===== src/shared/cies_pkg.sv =====
// Constants, encodings and state types for the instruction execute subset.
// Assumes a 14-bit instruction word presented one per instruction cycle.
// Notes on behaviour
// - Literal load puts the literal in the accumulator; flags kept.
// - Interrupt return loads pc from stack top, sets irq enable.
// - Accumulator store writes the accumulator to the addressed file.
// - Return with literal loads accumulator and pc; two cycles.
// - Left rotate through carry; to accumulator if 0, file if 1.
// - Right rotate through carry; only carry changes; routed by select.
// - Sleep clears watchdog, prescaler, powerdown; sets timeout; halts.
// - Return pops the stack into pc, flags kept, two cycles.
// - Literal minus accumulator to accumulator; carry, digit carry, zero.
// - File minus accumulator routed by select; carry, digit carry, zero.
// - Nibble exchange swaps file halves, routed by select, no flags.
// - Accumulator xor literal to accumulator; only zero flag changes.
// - Accumulator xor file routed by select; only zero flag changes.
// - No operation changes nothing but advances the program counter.

package cies_pkg;
    // ---------------------------------------------------------------
    // Widths
    // ---------------------------------------------------------------
    localparam int DATA_W = 8;
    localparam int FILE_W = 7;
    localparam int PC_W = 13;
    localparam int INSN_W = 14;

    // ---------------------------------------------------------------
    // Instruction encodings
    // ---------------------------------------------------------------
    localparam logic [13:0] OP_NOP = 14'h0000;
    localparam logic [13:0] OP_RET = 14'h0008;
    localparam logic [13:0] OP_RETI = 14'h0009;
    localparam logic [13:0] OP_SLEEP = 14'h0063;
    localparam logic [6:0] OP_STORE_HI = 7'h01;
    localparam logic [5:0] OP_SUBF = 6'h02;
    localparam logic [5:0] OP_XORF = 6'h06;
    localparam logic [5:0] OP_RRC = 6'h0C;
    localparam logic [5:0] OP_RLC = 6'h0D;
    localparam logic [5:0] OP_SWAP = 6'h0E;
    localparam logic [3:0] OP_LDL_HI = 4'hC;
    localparam logic [3:0] OP_RETL_HI = 4'hD;
    localparam logic [4:0] OP_XORL_HI = 5'h1D;
    localparam logic [4:0] OP_SUBL_HI = 5'h1E;

    // ---------------------------------------------------------------
    // Reset values
    // ---------------------------------------------------------------
    localparam logic [7:0] ACC_RST = 8'h00;
    localparam logic [7:0] WDT_CLEAR = 8'h00;
    localparam logic [12:0] PC_RST = 13'h0000;

    // ---------------------------------------------------------------
    // Execution states
    // ---------------------------------------------------------------
    typedef enum logic [1:0] {CIES_RUN, CIES_FLUSH, CIES_HALT} cies_state_e;
endpackage


===== src/shared/cies_alu_if.sv =====
// Carrier between the sequencer and the datapath unit.
// Assumes one clock domain; all signals are combinational.
`timescale 1ns/1ps

interface cies_alu_if;
    logic [13:0] insn;
    logic [7:0] acc;
    logic [7:0] file_val;
    logic carry_in;
    logic [7:0] result;
    logic carry_out;
    logic dc_out;
    logic zero_out;

    modport ctrl (output insn, output acc, output file_val,
        output carry_in, input result, input carry_out, input dc_out,
        input zero_out);
    modport alu (input insn, input acc, input file_val, input carry_in,
        output result, output carry_out, output dc_out, output zero_out);
endinterface


===== src/design/cies_core.sv =====
// Execute stage for a subset of a 14-bit instruction set.
// Assumes the fetch unit presents insn with insn_valid; file data is
// read combinationally at file_addr; stack_top is valid when returning.
//
// Our own choices: strobed register access and the register addresses.
`timescale 1ns/1ps

module cies_core
(
    input wire logic clk,
    input wire logic reset,
    input wire logic insn_valid,
    input wire logic [13:0] insn,
    input wire logic [7:0] stack_top,
    input wire logic [7:0] file_rdata,
    input wire logic wake,
    output logic [6:0] file_addr,
    output logic [7:0] file_wdata,
    output logic file_we,
    output logic stack_pop,
    output logic [12:0] pc,
    output logic [7:0] acc,
    output logic carry_flag,
    output logic digit_carry_flag,
    output logic zero_flag,
    output logic timeout_flag,
    output logic powerdown_flag,
    output logic global_irq_enable,
    output logic [7:0] watchdog_counter,
    output logic [7:0] wdt_prescaler,
    output logic halted,
    output logic osc_stop,
    output logic insn_ready
);
    // ---------------------------------------------------------------
    // Decode
    // ---------------------------------------------------------------
    cies_alu_if alu_bus();
    wire [5:0] op6 = insn[13:8];
    wire dest_select = insn[7];
    wire is_ldl = insn[13:10] == cies_pkg::OP_LDL_HI;
    wire is_retl = insn[13:10] == cies_pkg::OP_RETL_HI;
    wire is_subl = insn[13:9] == cies_pkg::OP_SUBL_HI;
    wire is_xorl = insn[13:8] == {cies_pkg::OP_XORL_HI, 1'b0};
    wire is_store = insn[13:7] == cies_pkg::OP_STORE_HI;
    wire is_ret = insn == cies_pkg::OP_RET;
    wire is_reti = insn == cies_pkg::OP_RETI;
    wire is_sleep = insn == cies_pkg::OP_SLEEP;
    wire is_subf = op6 == cies_pkg::OP_SUBF;
    wire is_xorf = op6 == cies_pkg::OP_XORF;
    wire is_rlc = op6 == cies_pkg::OP_RLC;
    wire is_rrc = op6 == cies_pkg::OP_RRC;
    wire is_swap = op6 == cies_pkg::OP_SWAP;
    wire is_fileop = is_subf | is_xorf | is_rlc | is_rrc | is_swap;
    wire is_return = is_ret | is_reti | is_retl;
    wire upd_z = is_subl | is_subf | is_xorl | is_xorf;
    wire upd_cdc = is_subl | is_subf;
    wire upd_c = is_rlc | is_rrc;

    cies_pkg::cies_state_e state_reg;
    cies_pkg::cies_state_e state_next;
    wire take = insn_valid && state_reg == cies_pkg::CIES_RUN;

    // Datapath hookup
    assign alu_bus.insn = insn;
    assign alu_bus.acc = acc;
    assign alu_bus.file_val = file_rdata;
    assign alu_bus.carry_in = carry_flag;

    cies_alu u_alu
    (
        .bus(alu_bus.alu)
    );

    // ---------------------------------------------------------------
    // Handshake and file port
    // ---------------------------------------------------------------
    assign insn_ready = state_reg == cies_pkg::CIES_RUN;
    assign file_addr = insn[6:0];
    assign file_we = take && (is_store || (is_fileop && dest_select));
    assign file_wdata = is_store ? acc : alu_bus.result;
    assign stack_pop = take && is_return;
    assign halted = state_reg == cies_pkg::CIES_HALT;
    assign osc_stop = halted;

    // Sequencer: returns spend a flush cycle, sleep halts until wake
    always_comb
    begin
        state_next = state_reg;
        unique case (state_reg)
            cies_pkg::CIES_RUN:
                if (take && is_return)
                    state_next = cies_pkg::CIES_FLUSH;
                else if (take && is_sleep)
                    state_next = cies_pkg::CIES_HALT;
            cies_pkg::CIES_FLUSH: state_next = cies_pkg::CIES_RUN;
            cies_pkg::CIES_HALT:
                if (wake)
                    state_next = cies_pkg::CIES_RUN;
        endcase
    end

    // State register
    always_ff @(posedge clk)
    begin
        if (reset)
            state_reg <= cies_pkg::CIES_RUN;
        else
            state_reg <= state_next;
    end

    // Program counter: jump to stack top on return, else step
    always_ff @(posedge clk)
    begin
        if (reset)
            pc <= cies_pkg::PC_RST;
        else if (take && is_return)
            pc <= {5'h00, stack_top};
        else if (take)
            pc <= pc + 13'h0001;
    end

    // Accumulator
    always_ff @(posedge clk)
    begin
        if (reset)
            acc <= cies_pkg::ACC_RST;
        else if (take && (is_ldl || is_retl))
            acc <= insn[7:0];
        else if (take && (is_subl || is_xorl))
            acc <= alu_bus.result;
        else if (take && is_fileop && !dest_select)
            acc <= alu_bus.result;
    end

    // Arithmetic flags
    always_ff @(posedge clk)
    begin
        if (reset)
        begin
            carry_flag <= 1'b0;
            digit_carry_flag <= 1'b0;
            zero_flag <= 1'b0;
        end
        else if (take)
        begin
            if (upd_c || upd_cdc)
                carry_flag <= alu_bus.carry_out;
            if (upd_cdc)
                digit_carry_flag <= alu_bus.dc_out;
            if (upd_z)
                zero_flag <= alu_bus.zero_out;
        end
    end

    // Interrupt enable, power flags and watchdog clear
    always_ff @(posedge clk)
    begin
        if (reset)
        begin
            global_irq_enable <= 1'b0;
            timeout_flag <= 1'b1;
            powerdown_flag <= 1'b1;
            watchdog_counter <= cies_pkg::WDT_CLEAR;
            wdt_prescaler <= cies_pkg::WDT_CLEAR;
        end
        else if (take && is_reti)
            global_irq_enable <= 1'b1;
        else if (take && is_sleep)
        begin
            watchdog_counter <= cies_pkg::WDT_CLEAR;
            wdt_prescaler <= cies_pkg::WDT_CLEAR;
            timeout_flag <= 1'b1;
            powerdown_flag <= 1'b0;
        end
    end
endmodule


===== src/design/cies_alu.sv =====
// Combinational datapath for the execute subset.
// Assumes the instruction is already decoded into a single word.
`timescale 1ns/1ps

module cies_alu
(
    cies_alu_if.alu bus
);
    wire [7:0] lit = bus.insn[7:0];
    wire [8:0] sub_l = {1'b0, lit} - {1'b0, bus.acc};
    wire [8:0] sub_f = {1'b0, bus.file_val} - {1'b0, bus.acc};
    wire [4:0] sub_ln = {1'b0, lit[3:0]} - {1'b0, bus.acc[3:0]};
    wire [4:0] sub_fn = {1'b0, bus.file_val[3:0]} - {1'b0, bus.acc[3:0]};
    wire is_subl = bus.insn[13:9] == cies_pkg::OP_SUBL_HI;
    wire is_xorl = bus.insn[13:8] == {cies_pkg::OP_XORL_HI, 1'b0};
    wire [5:0] op6 = bus.insn[13:8];

    // Result and flag selection
    always_comb
    begin
        bus.result = bus.file_val;
        bus.carry_out = bus.carry_in;
        bus.dc_out = 1'b0;
        if (is_subl)
        begin
            bus.result = sub_l[7:0];
            bus.carry_out = ~sub_l[8];
            bus.dc_out = ~sub_ln[4];
        end
        else if (is_xorl)
            bus.result = bus.acc ^ lit;
        else if (bus.insn[13:12] == 2'b00)
        begin
            unique case (op6)
                cies_pkg::OP_SUBF:
                begin
                    bus.result = sub_f[7:0];
                    bus.carry_out = ~sub_f[8];
                    bus.dc_out = ~sub_fn[4];
                end
                cies_pkg::OP_XORF:
                    bus.result = bus.acc ^ bus.file_val;
                cies_pkg::OP_RLC:
                begin
                    bus.result = {bus.file_val[6:0], bus.carry_in};
                    bus.carry_out = bus.file_val[7];
                end
                cies_pkg::OP_RRC:
                begin
                    bus.result = {bus.carry_in, bus.file_val[7:1]};
                    bus.carry_out = bus.file_val[0];
                end
                cies_pkg::OP_SWAP:
                    bus.result = {bus.file_val[3:0],
                        bus.file_val[7:4]};
                default: bus.result = bus.file_val;
            endcase
        end
    end

    assign bus.zero_out = bus.result == 8'h00;
endmodule


===== config.mk =====
export PLATFORM = sky130hd
export DESIGN_NAME = cies_core
export DESIGN_NICKNAME = d
export VERILOG_FILES = /design/src/shared/cies_pkg.sv /design/src/shared/cies_alu_if.sv /design/src/design/cies_core.sv /design/src/design/cies_alu.sv
export SDC_FILE = /design/constraint.sdc
export NUM_CORES = 1
export LEC_CHECK = 0
export BUFFER_PORTS_ARGS = -buffer_cell sky130_fd_sc_hd__buf_2
export CAP_MARGIN = 20
export CORE_MARGIN = 1
export CORE_UTILIZATION = 48
export CTS_CLUSTER_SIZE = 30
export DETAILED_ROUTE_END_ITERATION = 7
export PLACE_DENSITY_LB_ADDON = 0.05
export SLEW_MARGIN = 5
export SYNTH_ARGS = -nofsm -noshare
export SYNTH_HDL_FRONTEND = slang
export SYNTH_SLANG_ARGS = --single-unit

===== constraint.sdc =====
create_clock -name clk -period 2.64 [get_ports clk]
set_clock_uncertainty 0.15 [all_clocks]
set_input_delay 0.264 -clock clk [delete_from_list [all_inputs] [get_ports clk]]
set_output_delay 0.264 -clock clk [all_outputs]
set_load 0.02 [all_outputs]

== Yosys cells after proc, flatten, opt, wreduce, memory -nomap -nowiden ==
Cells that the tools add are included.
Storage, ports and cells
  output and inout bits: 63
  register bits: 28
Cells by class
  reduce and logical (&&, ||, !) cells: 28
  muxes and demuxes: 22
  bitwise logic cells: 17
  add/sub/neg operators: 5
  eq/ne operators: 18
Operators by type and width (number)
  two-way mux 8 bit: 9
  one-hot mux 8 bit (5 select lines): 1
  == test 14 x 4 -> 1 bit (second input constant): 2
  == test 6 x 4 -> 1 bit (second input constant): 3
  subtractor 8 x 8 -> 9 bit: 2
  XOR 8 bit: 2
  == test 14 x 7 -> 1 bit (second input constant): 1
  adder 13 x 1 -> 13 bit (second input constant): 1
  logical AND 1 bit: 10
  OR 1 bit: 10
  subtractor 4 x 4 -> 5 bit: 2
  == test 4 bit (second input constant): 2
  logical NOT 8 bit: 1
  AND reduction 2 bit: 4
  == test 7 x 1 -> 1 bit (second input constant): 1
  two-way mux 1 bit: 7
  == test 6 x 2 -> 1 bit (second input constant): 1
  == test 6 x 3 -> 1 bit (second input constant): 1
  == test 6 bit (second input constant): 1
  two-way mux 2 bit: 3
  one-hot mux 2 bit (3 select lines): 1
  == test 5 bit (second input constant): 1
  NOT 1 bit: 5
  AND reduction 5 bit: 1
  other kinds (12): 18

== Depth between registers and ports, before layout ==
Gate-level depths: netlist of the first run.
  depth after elaboration: 10
  gate-level depth with buffers: 11
  gate-level depth less buffers: 11

== Hierarchy ==
A second synthesis of the first run with hierarchy kept.
Unflattened totals
  cell total of the unflattened synthesis: 416
  area, all modules: 3218.1 um2
Modules (own cells, without submodules)
  cies_core: area an instance 1910.6 um2, cells an instance 233, times used 1
  cies_alu: area an instance 1307.5 um2, cells an instance 183, times used 1

== Worst setup path after synthesis of the first run ==
OpenSTA, ideal clock, no wires.
  path kind: reg-to-output
  start: register acc[0]
  end: output port file_wdata[6]
  buffers on the path: 0
  data arrival time: 2.606 ns
  slack: -0.380 ns
  data required time: 2.226 ns
  stages on the path, launching flop included: 11
  cell sequence: dfxtp_1 > ha_1 > inv_1 > fa_1 > a211o_1 > a21o_1 > a211oi_1 > nor2_1 > o221a_1 > or2_1 > mux2_2
On the way
  word-level cells in the longest chain between the ends: 6
  elaborated cells on any way between the ends: 7
  those cells by class: add/sub (2); mux (5)
Ends and longest elaborated chain
  start: declaration: RTL line cies_core.sv:22  | output logic [7:0] acc,
  start signal: assignment: RTL line cies_core.sv:127  | acc <= cies_pkg::ACC_RST;
  start signal: assignment: RTL line cies_core.sv:129  | acc <= insn[7:0];
  start signal: assignment: RTL line cies_core.sv:131  | acc <= alu_bus.result;
  subtractor 8 x 8 -> 9 bit: RTL line cies_alu.sv:11  | wire [8:0] sub_f = {1'b0, bus.file_val} - {1'b0, bus.acc};
  one-hot mux 8 bit (5 select lines): RTL line cies_alu.sv:34  | unique case (op6)
  two-way mux 8 bit: RTL line cies_alu.sv:32  | else if (bus.insn[13:12] == 2'b00)
  two-way mux 8 bit: RTL line cies_alu.sv:30  | else if (is_xorl)
  two-way mux 8 bit *: RTL line cies_alu.sv:24  | if (is_subl)
  two-way mux 8 bit *: RTL line cies_core.sv:81  | assign file_wdata = is_store ? acc : alu_bus.result;
  end: declaration: RTL line cies_core.sv:18  | output logic [7:0] file_wdata,
Mark *: on every way between the ends. The rest lies on a longest branch, timed or not.

== Worst setup path in the final report of the first run ==
Ends and elaborated chain as after synthesis.

==> impl_metrics.ini, run 1 <==
[placed_design]
gp_congestion = 0.963
dp_hpwl_mm = 7.93
port-buffer-count = 79
dp_slack_ns = -0.411

[layout]
fin_nets = 592
largest_reg_flops = 13
drive_above_1_share_pct = 41.9
nFillCells = 563
ff_latch_area_um2 = 568
utilization_pct = 67.9
multi_input_area_um2 = 2460
syn_to_final_growth_pct = 37.0
antenna_cells = 0

[floorplan]
start_util_pct = 49.5
num_rows = 29
die_y_um = 82.7
dieArea_um2 = 6840
fp.dieW_um = 82.7
ioPinCount = 97
fp.coreArea_um2 = 6310

[global_routing]
grt_remaining_overflow = 0
grt_max_degree = 26
antenna_found_initial = 0
grt_pass1_wl_mm = 15.5
track_usage_pct = 30.3
grt_pass1_vias = 3109

[detailed_routing]
post_drt_wl_per_cell_um = 17.4
vias = 3614
first_pass_iters = 4
drtIter0Drc = 265
routed_wl_mm = 10.7
viasPerCell = 5.91
drc = 0
ant_nets = 0

[yosys]
netlist_top_cells_area = dfxtp_1 (18%), ha_1 (8.0%), buf_4 (6.2%)
yosysTopAreaCellShare_pct = 17.9
ys_ff_latch = 28
yosysSeqAreaShare_pct = 17.9
syn_area_um2 = 3130
synth.distinct_cells = 72
ys.warnings.count = 0
async_reset_ff_share_pct = 0
synth_edf_count = 0
synth-main-ff-cell = dfxtp_1
syn_area_per_cell_um2 = 7.78
yosysTopAreaCell = dfxtp_1
syn_inst = 402

[timing]
setup_viol = 9
max_freq_ghz = 0.311
period_needed_ns = 3.21
fin_tns_setup_ns = -2.61
report.final.hold_viol_count = 0
report.final.slew_viol_count = 0
finalCritPeriodShare_pct = 122
max-slew-margin-rel_pct = 65.7
worst_pin_slew_ns = 0.513
fin_hold_ws_ns = 0.159
grt_setup_unrepaired = yes
fin_ws_ns = -0.572

[setup_path]
crit_path_max_fanout = 2
rrSetupSlack_ns = -0.29
critical_path_arrival_ns = 2.80
worst_setup_path_start_kind = flop
cp.required_ns = 2.23
end_kind = output port
critPathKind = reg2out

[run]
drv_cap = 0

[run_status]
status = finished with violations
violations = negative setup slack

[min_path]
holdCritPathClass = in2reg

[power]
p_leak_uw = 0.00187
irDropWorstVdd_mv = 0.280
powerDensity_nw_per_um2 = 355
fin_total_pwr_uw = 1520

[cts]
cts.sinks = 28
clkTransAtPathRegs_ns = 0.12
clk_latency_ns = 0.30
cts_buffer_depth = 2
cts_buffers = 3
cts_root_buf = clkbuf_8
ctsHtreeMaxLevel = 1
cts_hold_buf = 0
cts_tree = done
==> critical path, stage by stage (launching register included) <==
cell      delay (ns)
dfxtp_4         0.37
ha_4            0.12
inv_2           0.03
fa_2            0.35
a211o_1         0.33
a21o_1          0.18
a211oi_2        0.21
nor2_1          0.06
o221a_1         0.22
or2_1           0.24
mux2_4          0.27
buf_6           0.13
==> layout by cell type, fill, tap and decap left out, drive strengths merged, types with 3 or more instances in the layout <==
cell type,Yosys,layout
nand2,22,22
o21ai,23,23
a31oi,7,7
a21oi,33,33
and3,8,8
a2bb2oi,7,7
conb,2,17
and2,4,4
o22ai,3,3
nor3b,5,5
or3b,3,3
or3,3,3
nor2,40,40
nand3,13,13
a22oi,11,11
o21a,5,5
a211o,4,4
a221oi,4,4
dfxtp,28,28
nand2b,6,6
inv,19,19
xnor2,6,6
a2111oi,3,3
mux2,7,7
ha,20,20
and4,3,3
nor3,7,7
mux2i,4,4
nand4,4,4
or2,4,4
a21o,5,5
clkbuf,7,3
buf,37,158
o31ai,4,4
o211ai,3,3
nor2b,4,4
a211oi,5,5
==> area by class of cell <==
type	count	area share, %
Multi-Input combinational cell	326	57.4
Inverter	19	1.66
Clock buffer	3	0.964
Clock inverter	1	0.701
Tap cell	77	2.25
Timing Repair Buffer	158	23.7
Sequential cell	28	13.3
==> logic make-up after synthesis <==
family | count (synthesis) | share of synthesized area, %
AND/OR/NAND/NOR | 135 | 24.3
AO/OA/AOI/OAI | 134 | 30.2
buffers and inverters | 63 | 12.3
flip-flops | 28 | 17.9
adder cells (fa/ha/maj) | 22 | 9.28
multiplexers | 11 | 3.80
XOR/XNOR | 7 | 1.96
other | 2 | 0.240
==> timing repair <==
item,4_1_cts,5_1_grt
setup buffers,7,7
resized for setup,17,31
pin swaps,12,18
setup endpoints to repair,9,11
==> through the flow <==
stage / instance area (µm²) / cells
5_1_grt: 4280 / 612
2_1_floorplan: 3220 / 417
3_5_place_dp: 3900 / 595
4_1_cts: 4070 / 605
3_3_place_gp: 3900 / 595
6_report: 4280 / 612
==> synth_stat cells, drive strengths merged (4+ instances only) <==
library cell,n
a211o,4
a211oi,5
a21o,5
a21oi,33
a221oi,4
a22oi,11
a2bb2oi,7
a31oi,7
and2,4
and3,8
buf,37
clkbuf,7
dfxtp,28
ha,20
inv,19
mux2,7
mux2i,4
nand2,22
nand2b,6
nand3,13
nand4,4
nor2,40
nor2b,4
nor3,7
nor3b,5
o21a,5
o21ai,23
o31ai,4
or2,4
xnor2,6
==> power by group <==
group	internal (µW)	switching (µW)	leakage (µW)
Combinational	312	390	0.00161
Clock	204	162	0.0000357
Sequential	439	14.8	0.000229
==> worst paths after layout <==
kind / cells past startpoint / to / start
worst max-delay path: 11 / file_wdata[6] / acc[0]$_SDFFE_PP0P_
worst min-delay path: 4 / pc[5]$_SDFFE_PP0P_ / stack_top[5]
worst max register to register: 18 / acc[2]$_SDFFE_PP0P_ / acc[0]$_SDFFE_PP0P_
worst min register to register: 1 / powerdown_flag$_SDFFE_PP1P_ / powerdown_flag$_SDFFE_PP1P_
==> per-layer routing <==
metal,GRT usage (%),part of all wire [%],up-vias,routed length [µm]
li1,-,-,1721,-
met2,47.9,45,194,4850
met4,8.45,2.4,0,256
met1,42.0,45,1675,4770
met3,4.95,7.4,24,793
met5,0,0,-,0
(Power assumes the default switching activity.)
==> run 2, diff against run 1 <==
--- a/config.mk
+++ b/config.mk
@@ -15,4 +15,5 @@
 export SLEW_MARGIN = 5
 export SYNTH_ARGS = -nofsm -noshare
 export SYNTH_HDL_FRONTEND = slang
+export SYNTH_HIERARCHICAL = 1
 export SYNTH_SLANG_ARGS = --single-unit
==> run 2 against run 1 <==
The run ends with design-rule violations, negative setup slack left. First-iteration DRC count grew 17%. Flip-flop and latch count is the same. Core utilization shrank 1.1 points. Synthesized cell count grew 3.5%. Via count grew 1.3%.
==> impl_metrics.ini, run 2 <==
[yosys]
synth_edf_count = 0
ys_ff_latch = 28
netlist_top_cells_count = nor2_1 (42), buf_4 (28), dfxtp_1 (28)
syn_inst = 416
async_reset_ff_share_pct = 0
yosysTopAreaCell = dfxtp_1
netlist_top_cells_area = dfxtp_1 (17%), ha_1 (7.8%), buf_4 (6.5%)
yosysSeqAreaShare_pct = 17.4
syn_area_um2 = 3220
synth-main-ff-cell = dfxtp_1
syn_area_per_cell_um2 = 7.74
ys.warnings.count = 6
yosysTopAreaCellShare_pct = 17.4
synth.distinct_cells = 67
synth.most_common_cell = nor2_1

[floorplan]
fp.coreArea_um2 = 6420
start_util_pct = 50.1
fp.dieW_um = 83.9
ioPinCount = 97
dieArea_um2 = 7040
die_y_um = 83.9
num_rows = 29

[detailed_routing]
wl_met3_mm = 1.03
first_pass_iters = 7
wl_met2_mm = 4.60
wl_met1_mm = 4.75
post_drt_wl_per_cell_um = 17.2
vias = 3662
highest_layer = met4
drc = 14
ant_nets = 0
routed_wl_mm = 10.6
drtIter0Drc = 309
viasPerCell = 5.96

[timing]
finalCritPeriodShare_pct = 111
max_freq_ghz = 0.342
grt_setup_unrepaired = yes
max-slew-margin-rel_pct = 63.2
setup_viol = 7
report.final.hold_viol_count = 0
worst_pin_slew_ns = 0.546
fin_ws_ns = -0.284
report.final.slew_viol_count = 0
period_needed_ns = 2.92
fin_tns_setup_ns = -1.36

[setup_path]
crit_path_max_fanout = 3
worst_setup_path_start_kind = flop
crit_slowest_cell = fa_2
critical_path.top_delay_family = compound AO/OA/AOI/OAI gates
rr_worst_depth = 12
cpPeakStageDelay_ns = 0.42
cp.buffers_inverters = 3
r2r-end = zero_flag$_SDFFE_PP0P_
crit_top_cell = buf_6
cp.depth = 10
rrSetupSlack_ns = -0.18
critical_path.startpoint = acc[1]$_SDFFE_PP0P_
cp.required_ns = 2.23
end_kind = output port
critPathKind = reg2out
r2r-start = acc[1]$_SDFFE_PP0P_
critical_path_arrival_ns = 2.51
critical_path.cell_chain = inv_4, buf_6, fa_2, a31o_4, a31oi_4, xor2_1, o211ai_1, o311a_1, mux2_4, buf_6

[run_status]
violations = design-rule violations, negative setup slack
status = finished with violations

[layout]
fin_nets = 595
syn_to_final_growth_pct = 33.3
drive_above_1_share_pct = 39.9
final_cell_mix = buf_2 (74), buf_4 (64), nor2_1 (41), nand2_1 (26), dfxtp_1 (24)
antenna_cells = 0
multi_input_area_um2 = 2590
layout_commonest_cell = buf_2
nFillCells = 585
ff_latch_area_um2 = 568
utilization_pct = 66.8
largest_reg_flops = 13

[min_path]
holdCritPathClass = in2reg
hold_depth = 3
hold_start = stack_top[1]
whs_endpoint = pc[1]$_SDFFE_PP0P_

[global_routing]
grt_pass1_wl_mm = 16.7
antenna_found_initial = 0
track_usage_pct = 29.6
grt_pass1_vias = 3265
grt_remaining_overflow = 0
grt_max_degree = 28

[cts]
cts_hold_buf = 0
cts_root_buf = clkbuf_8
clkTransAtPathRegs_ns = 0.10
cts_buffer_depth = 2
clk_latency_ns = 0.28
ctsHtreeMaxLevel = 1
cts.sinks = 28
cts_buffers = 3
cts_tree = done

[run]
drv_cap = 0

[power]
irDropWorstVdd_mv = 0.372
p_leak_uw = 0.00190
powerDensity_nw_per_um2 = 370

[placed_design]
gp_congestion = 0.915
port-buffer-count = 79
dp_hpwl_mm = 8.02
[run 2: changes by cell type after synthesis, sizes merged, moves of 6 or more]
cell / before / now
mux2i: 4 / 21
a21oi: 33 / 21
a22oi: 11 / 1
a211oi: 5 / 11
a31oi: 7 / 13
o211ai: 3 / 9
o21ai: 23 / 17
[run 2: worst max path at each step]
stage / endpoint
2_1_floorplan: zero_flag$_SDFFE_PP0P_
3_3_place_gp: file_wdata[6]
3_5_place_dp: file_wdata[6]
4_1_cts: file_wdata[6]
5_1_grt: file_wdata[6]
6_report: file_wdata[6]
[run 2: power by group]
group	switching (µW)	leakage [µW]	internal, µW
clock	142	0.0000216	103
sequential	25.5	0.000229	451
combinational	499	0.00165	365
[run 2: kinds of logic after synthesis]
family	after synthesis	share of synthesized area, %
simple gates	158	26.6
compound gates	107	23.4
buf+inv	59	11.0
mux	30	9.68
flops	28	17.4
fa+ha+maj	22	9.02
xor+xnor	10	2.72
other cells	2	0.233
[run 2: area by class of cell]
type	count	area share, %
timing repair buffer	144	21.6
tap	77	2.25
sequential	28	13.2
multi-input combinational	344	60.3
clock buffer	3	0.962
inverter	18	1.63
[run 2: worst reg2reg max path: stages, from the launching register on]
cell and delay [ns]:
dfxtp_2 0.37, inv_4 0.05, buf_6 0.12, fa_2 0.42
a311oi_2 0.25, xnor2_1 0.12, a22oi_1 0.17, o211ai_1 0.16
buf_4 0.16, or4b_1 0.51, nor3_2 0.11, mux2i_1 0.08
nor2_1 0.09
[run 2: repair_timing]
action / CTS / global route
pin swaps: 20 / 15
setup endpoints to repair: 8 / 9
gates resized for setup: 34 / 21
buffers inserted: 2 / 2
[run 2: per-layer routing]
layer / vias to the layer above / GRT usage, %
met4: 0 / 6.43
met1: 1685 / 42.5
met2: 213 / 46.1
met3: 23 / 5.14
met5: - / 0
li1: 1741 / -
[run 2: stage by stage]
stage | worst slack, ns | power (µW) | cell area [µm²] | std cells | hold slack, ns
6_report | -0.284 | 1590 | 4290 | 614 | 0.0905
5_1_grt | -0.375 | 1680 | 4290 | 614 | 0.0928
4_1_cts | -0.308 | 1540 | 4180 | 612 | 0.0878
3_5_place_dp | -0.184 | 1240 | 3950 | 607 | 0.285
3_3_place_gp | -0.135 | 1230 | 3950 | 607 | 0.290
2_1_floorplan | 0.00929 | 1000 | 3280 | 431 | 0.277
==> run 3, diff against run 2 <==
--- a/config.mk
+++ b/config.mk
@@ -5,11 +5,12 @@
 export SDC_FILE = /design/constraint.sdc
 export NUM_CORES = 1
 export LEC_CHECK = 0
+export ABC_AREA = 1
 export BUFFER_PORTS_ARGS = -buffer_cell sky130_fd_sc_hd__buf_2
 export CAP_MARGIN = 20
 export CORE_MARGIN = 1
-export CORE_UTILIZATION = 48
-export CTS_CLUSTER_SIZE = 30
+export CORE_UTILIZATION = 49
+export CTS_CLUSTER_SIZE = 10
 export DETAILED_ROUTE_END_ITERATION = 7
 export PLACE_DENSITY_LB_ADDON = 0.05
 export SLEW_MARGIN = 5
==> run 3 against run 2 <==
The flow finishes with violations (negative setup slack). Routed wire length is 3.5% higher. Via count is 13% higher. Count of clock-buffer cells in the layout stayed put. Non-clock buffer count is 37 lower. Register-to-register slack better by 0.30 ns. Die area is 6.9% higher. Clock power is 44% higher. Sequential share of layout area is 0.48 points lower. Core utilization is 1.4 points lower. Critical endpoint is now file_wdata[2]. Highest routed layer unchanged.
==> impl_metrics.ini, run 3 <==
[min_path]
hold_depth = 2
whs_endpoint = state_reg[0]$_SDFFE_PP0P_
holdCritPathClass = in2reg
hold_start = reset

[power]
irDropWorstVdd_mv = 0.244
switching_share_pct = 40.3
internal-power_uw = 936
pwr-share-seq_pct = 29.8
clock_power_share_pct = 22.6
power.switching_uw = 632
p_leak_uw = 0.00234
combinationalPowerShare_pct = 47.6
powerDensity_nw_per_um2 = 349

[setup_path]
cp.required_ns = 2.23
r2r-end = zero_flag$_SDFFE_PP0P_
r2r-start = acc[0]$_SDFFE_PP0P_
rrSetupSlack_ns = 0.12
critical_path_arrival_ns = 2.26
end_kind = output port
rr_worst_depth = 15
critPathKind = reg2out
worst_setup_path_start_kind = flop
crit_path_max_fanout = 5

[floorplan]
num_rows = 30
fp.coreArea_um2 = 6870
die_y_um = 86.7
ioPinCount = 97
fp.dieW_um = 86.7
dieArea_um2 = 7520
start_util_pct = 51.2

[placed_design]
gp_congestion = 1.01
port-buffer-count = 79
dp_hpwl_mm = 8.25
dp_slack_ns = 0.0105

[global_routing]
grt_pass1_wl_mm = 16.8
track_usage_pct = 28.4
grt_remaining_overflow = 0
grt_max_degree = 18
antenna_found_initial = 0
grt_pass1_vias = 3511

[detailed_routing]
routed_wl_mm = 11.0
post_drt_wl_per_cell_um = 13.8
ant_nets = 0
drc = 0
first_pass_iters = 5
viasPerCell = 5.21
drtIter0Drc = 283
vias = 4131

[yosys]
synth_edf_count = 0
async_reset_ff_share_pct = 0
synth.distinct_cells = 43
yosysTopAreaCellShare_pct = 15.9
syn_inst = 604
synth.most_common_cell = nand2_1
yosysSeqAreaShare_pct = 15.9
syn_area_um2 = 3520
netlist_top_cells_area = dfxtp_1 (16%), nand2_1 (14%), inv_1 (11%)
syn_area_per_cell_um2 = 5.83
synth-main-ff-cell = dfxtp_1
yosysTopAreaCell = dfxtp_1
ys.warnings.count = 6
ys_ff_latch = 28
netlist_top_cells_count = nand2_1 (134), inv_1 (101), nor2_1 (81)

[layout]
layout_commonest_cell = nand2_1
ff_latch_area_um2 = 573
drive_above_1_share_pct = 30.4
multi_input_area_um2 = 2660
antenna_cells = 0
fin_nets = 754
final_cell_mix = nand2_1 (124), inv_1 (92), nor2_1 (80), buf_2 (72), nand3_1 (40)
nFillCells = 677
utilization_pct = 65.4
syn_to_final_growth_pct = 27.7
largest_reg_flops = 13

[timing]
setup_viol = 2
finalCritPeriodShare_pct = 101
fin_hold_ws_ns = 0.0290
grt_setup_unrepaired = yes
max_freq_ghz = 0.374
worst_pin_slew_ns = 0.546
period_needed_ns = 2.68
report.final.slew_viol_count = 0
fin_ws_ns = -0.0351
report.final.hold_viol_count = 0
max-slew-margin-rel_pct = 63.6

[run]
drv_cap = 0

[run_status]
status = finished with violations
violations = negative setup slack

[cts]
clkTransAtPathRegs_ns = 0.11
cts_buffers = 3
cts_root_buf = clkbuf_8
cts_tree = done
ctsHtreeMaxLevel = 1
clk_latency_ns = 0.28
cts.sinks = 28
cts_buffer_depth = 2
## run 3: timing repair
| item | in CTS | in global routing |
|---|---|---|
| hold buffers | 0 | 0 |
| resized for setup | 55 | 40 |
| endpoints found under the setup margin | 7 | 8 |
| buffers inserted | 3 | 11 |
| pin swaps | 14 | 26 |
| endpoints found under the hold margin | 0 | 0 |
## run 3: critical path: stages (launching register included)
cell and delay (ns):
dfxtp_4 0.41, ha_4 0.15, inv_4 0.03, fa_2 0.36, buf_6 0.14, xor2_2 0.13, nand2_1 0.07, o21ai_2 0.06
a21oi_2 0.15, inv_1 0.07, mux2_4 0.27, buf_6 0.13
## run 3: metrics by stage
| stage | total power [µW] | instance area (µm²) | cells | setup TNS (ns) |
|---|---|---|---|---|
| after global routing | 1670 | 4490 | 793 | -0.499 |
| after global placement | 1090 | 3960 | 775 | 0 |
| after floorplan | 931 | 3570 | 619 | 0 |
| after detailed placement | 1090 | 3960 | 775 | 0 |
| final | 1570 | 4490 | 793 | -0.0445 |
| after CTS | 1510 | 4280 | 782 | -0.0337 |
## run 3: worst max-delay path by stage
| stage | start | end | slack (ns) | depth (start not counted) |
|---|---|---|---|---|
| after detailed placement | insn[0] | file_wdata[4] | 0.01 | 12 |
| after global routing | acc[0]$_SDFFE_PP0P_ | file_wdata[2] | -0.14 | 11 |
| after CTS | acc[0]$_SDFFE_PP0P_ | file_wdata[2] | -0.02 | 11 |
| after floorplan | acc[0]$_SDFFE_PP0P_ | file_wdata[2] | 0.14 | 9 |
| final | acc[0]$_SDFFE_PP0P_ | file_wdata[2] | -0.04 | 11 |
| after global placement | insn[0] | file_wdata[4] | 0.04 | 12 |
## run 3: cell type report
cell class                      count  area share [%]
Multi-Input combinational cell    453            59.3
Clock inverter                      1           0.669
Tap cell                           96            2.67
Inverter                          105            9.14
Timing Repair Buffer              107            14.5
Clock buffer                        3           0.919
Sequential cell                    28            12.8
## run 3: power by group through the flow
stage / clock [µW] / sequential (µW) / combinational (µW)
2_1_floorplan: 0 / 492 / 439
3_3_place_gp: 0 / 472 / 615
3_5_place_dp: 0 / 474 / 616
4_1_cts: 366 / 467 / 678
5_1_grt: 379 / 472 / 819
6_report: 354 / 468 / 746
## run 3: kinds of logic after synthesis
logic type               count (synthesis)  synth area share (%)
adder cells (fa/ha/maj)                 22                  8.25
AO/OA/AOI/OAI                           91                  14.2
flip-flops                              28                  15.9
multiplexers                            11                  3.52
buffers and inverters                  138                  18.0
AND/OR/NAND/NOR                        307                  38.7
other                                    2                 0.213
XOR/XNOR                                 5                  1.24
## run 3: metal layers
layer	vias to the layer above	GRT usage, %	part of all wire [%]
met5	-	0	0
met4	0	8.64	2.0
met3	20	3.14	6.9
met2	202	44.8	44
met1	1842	40.4	47
li1	2067	-	-
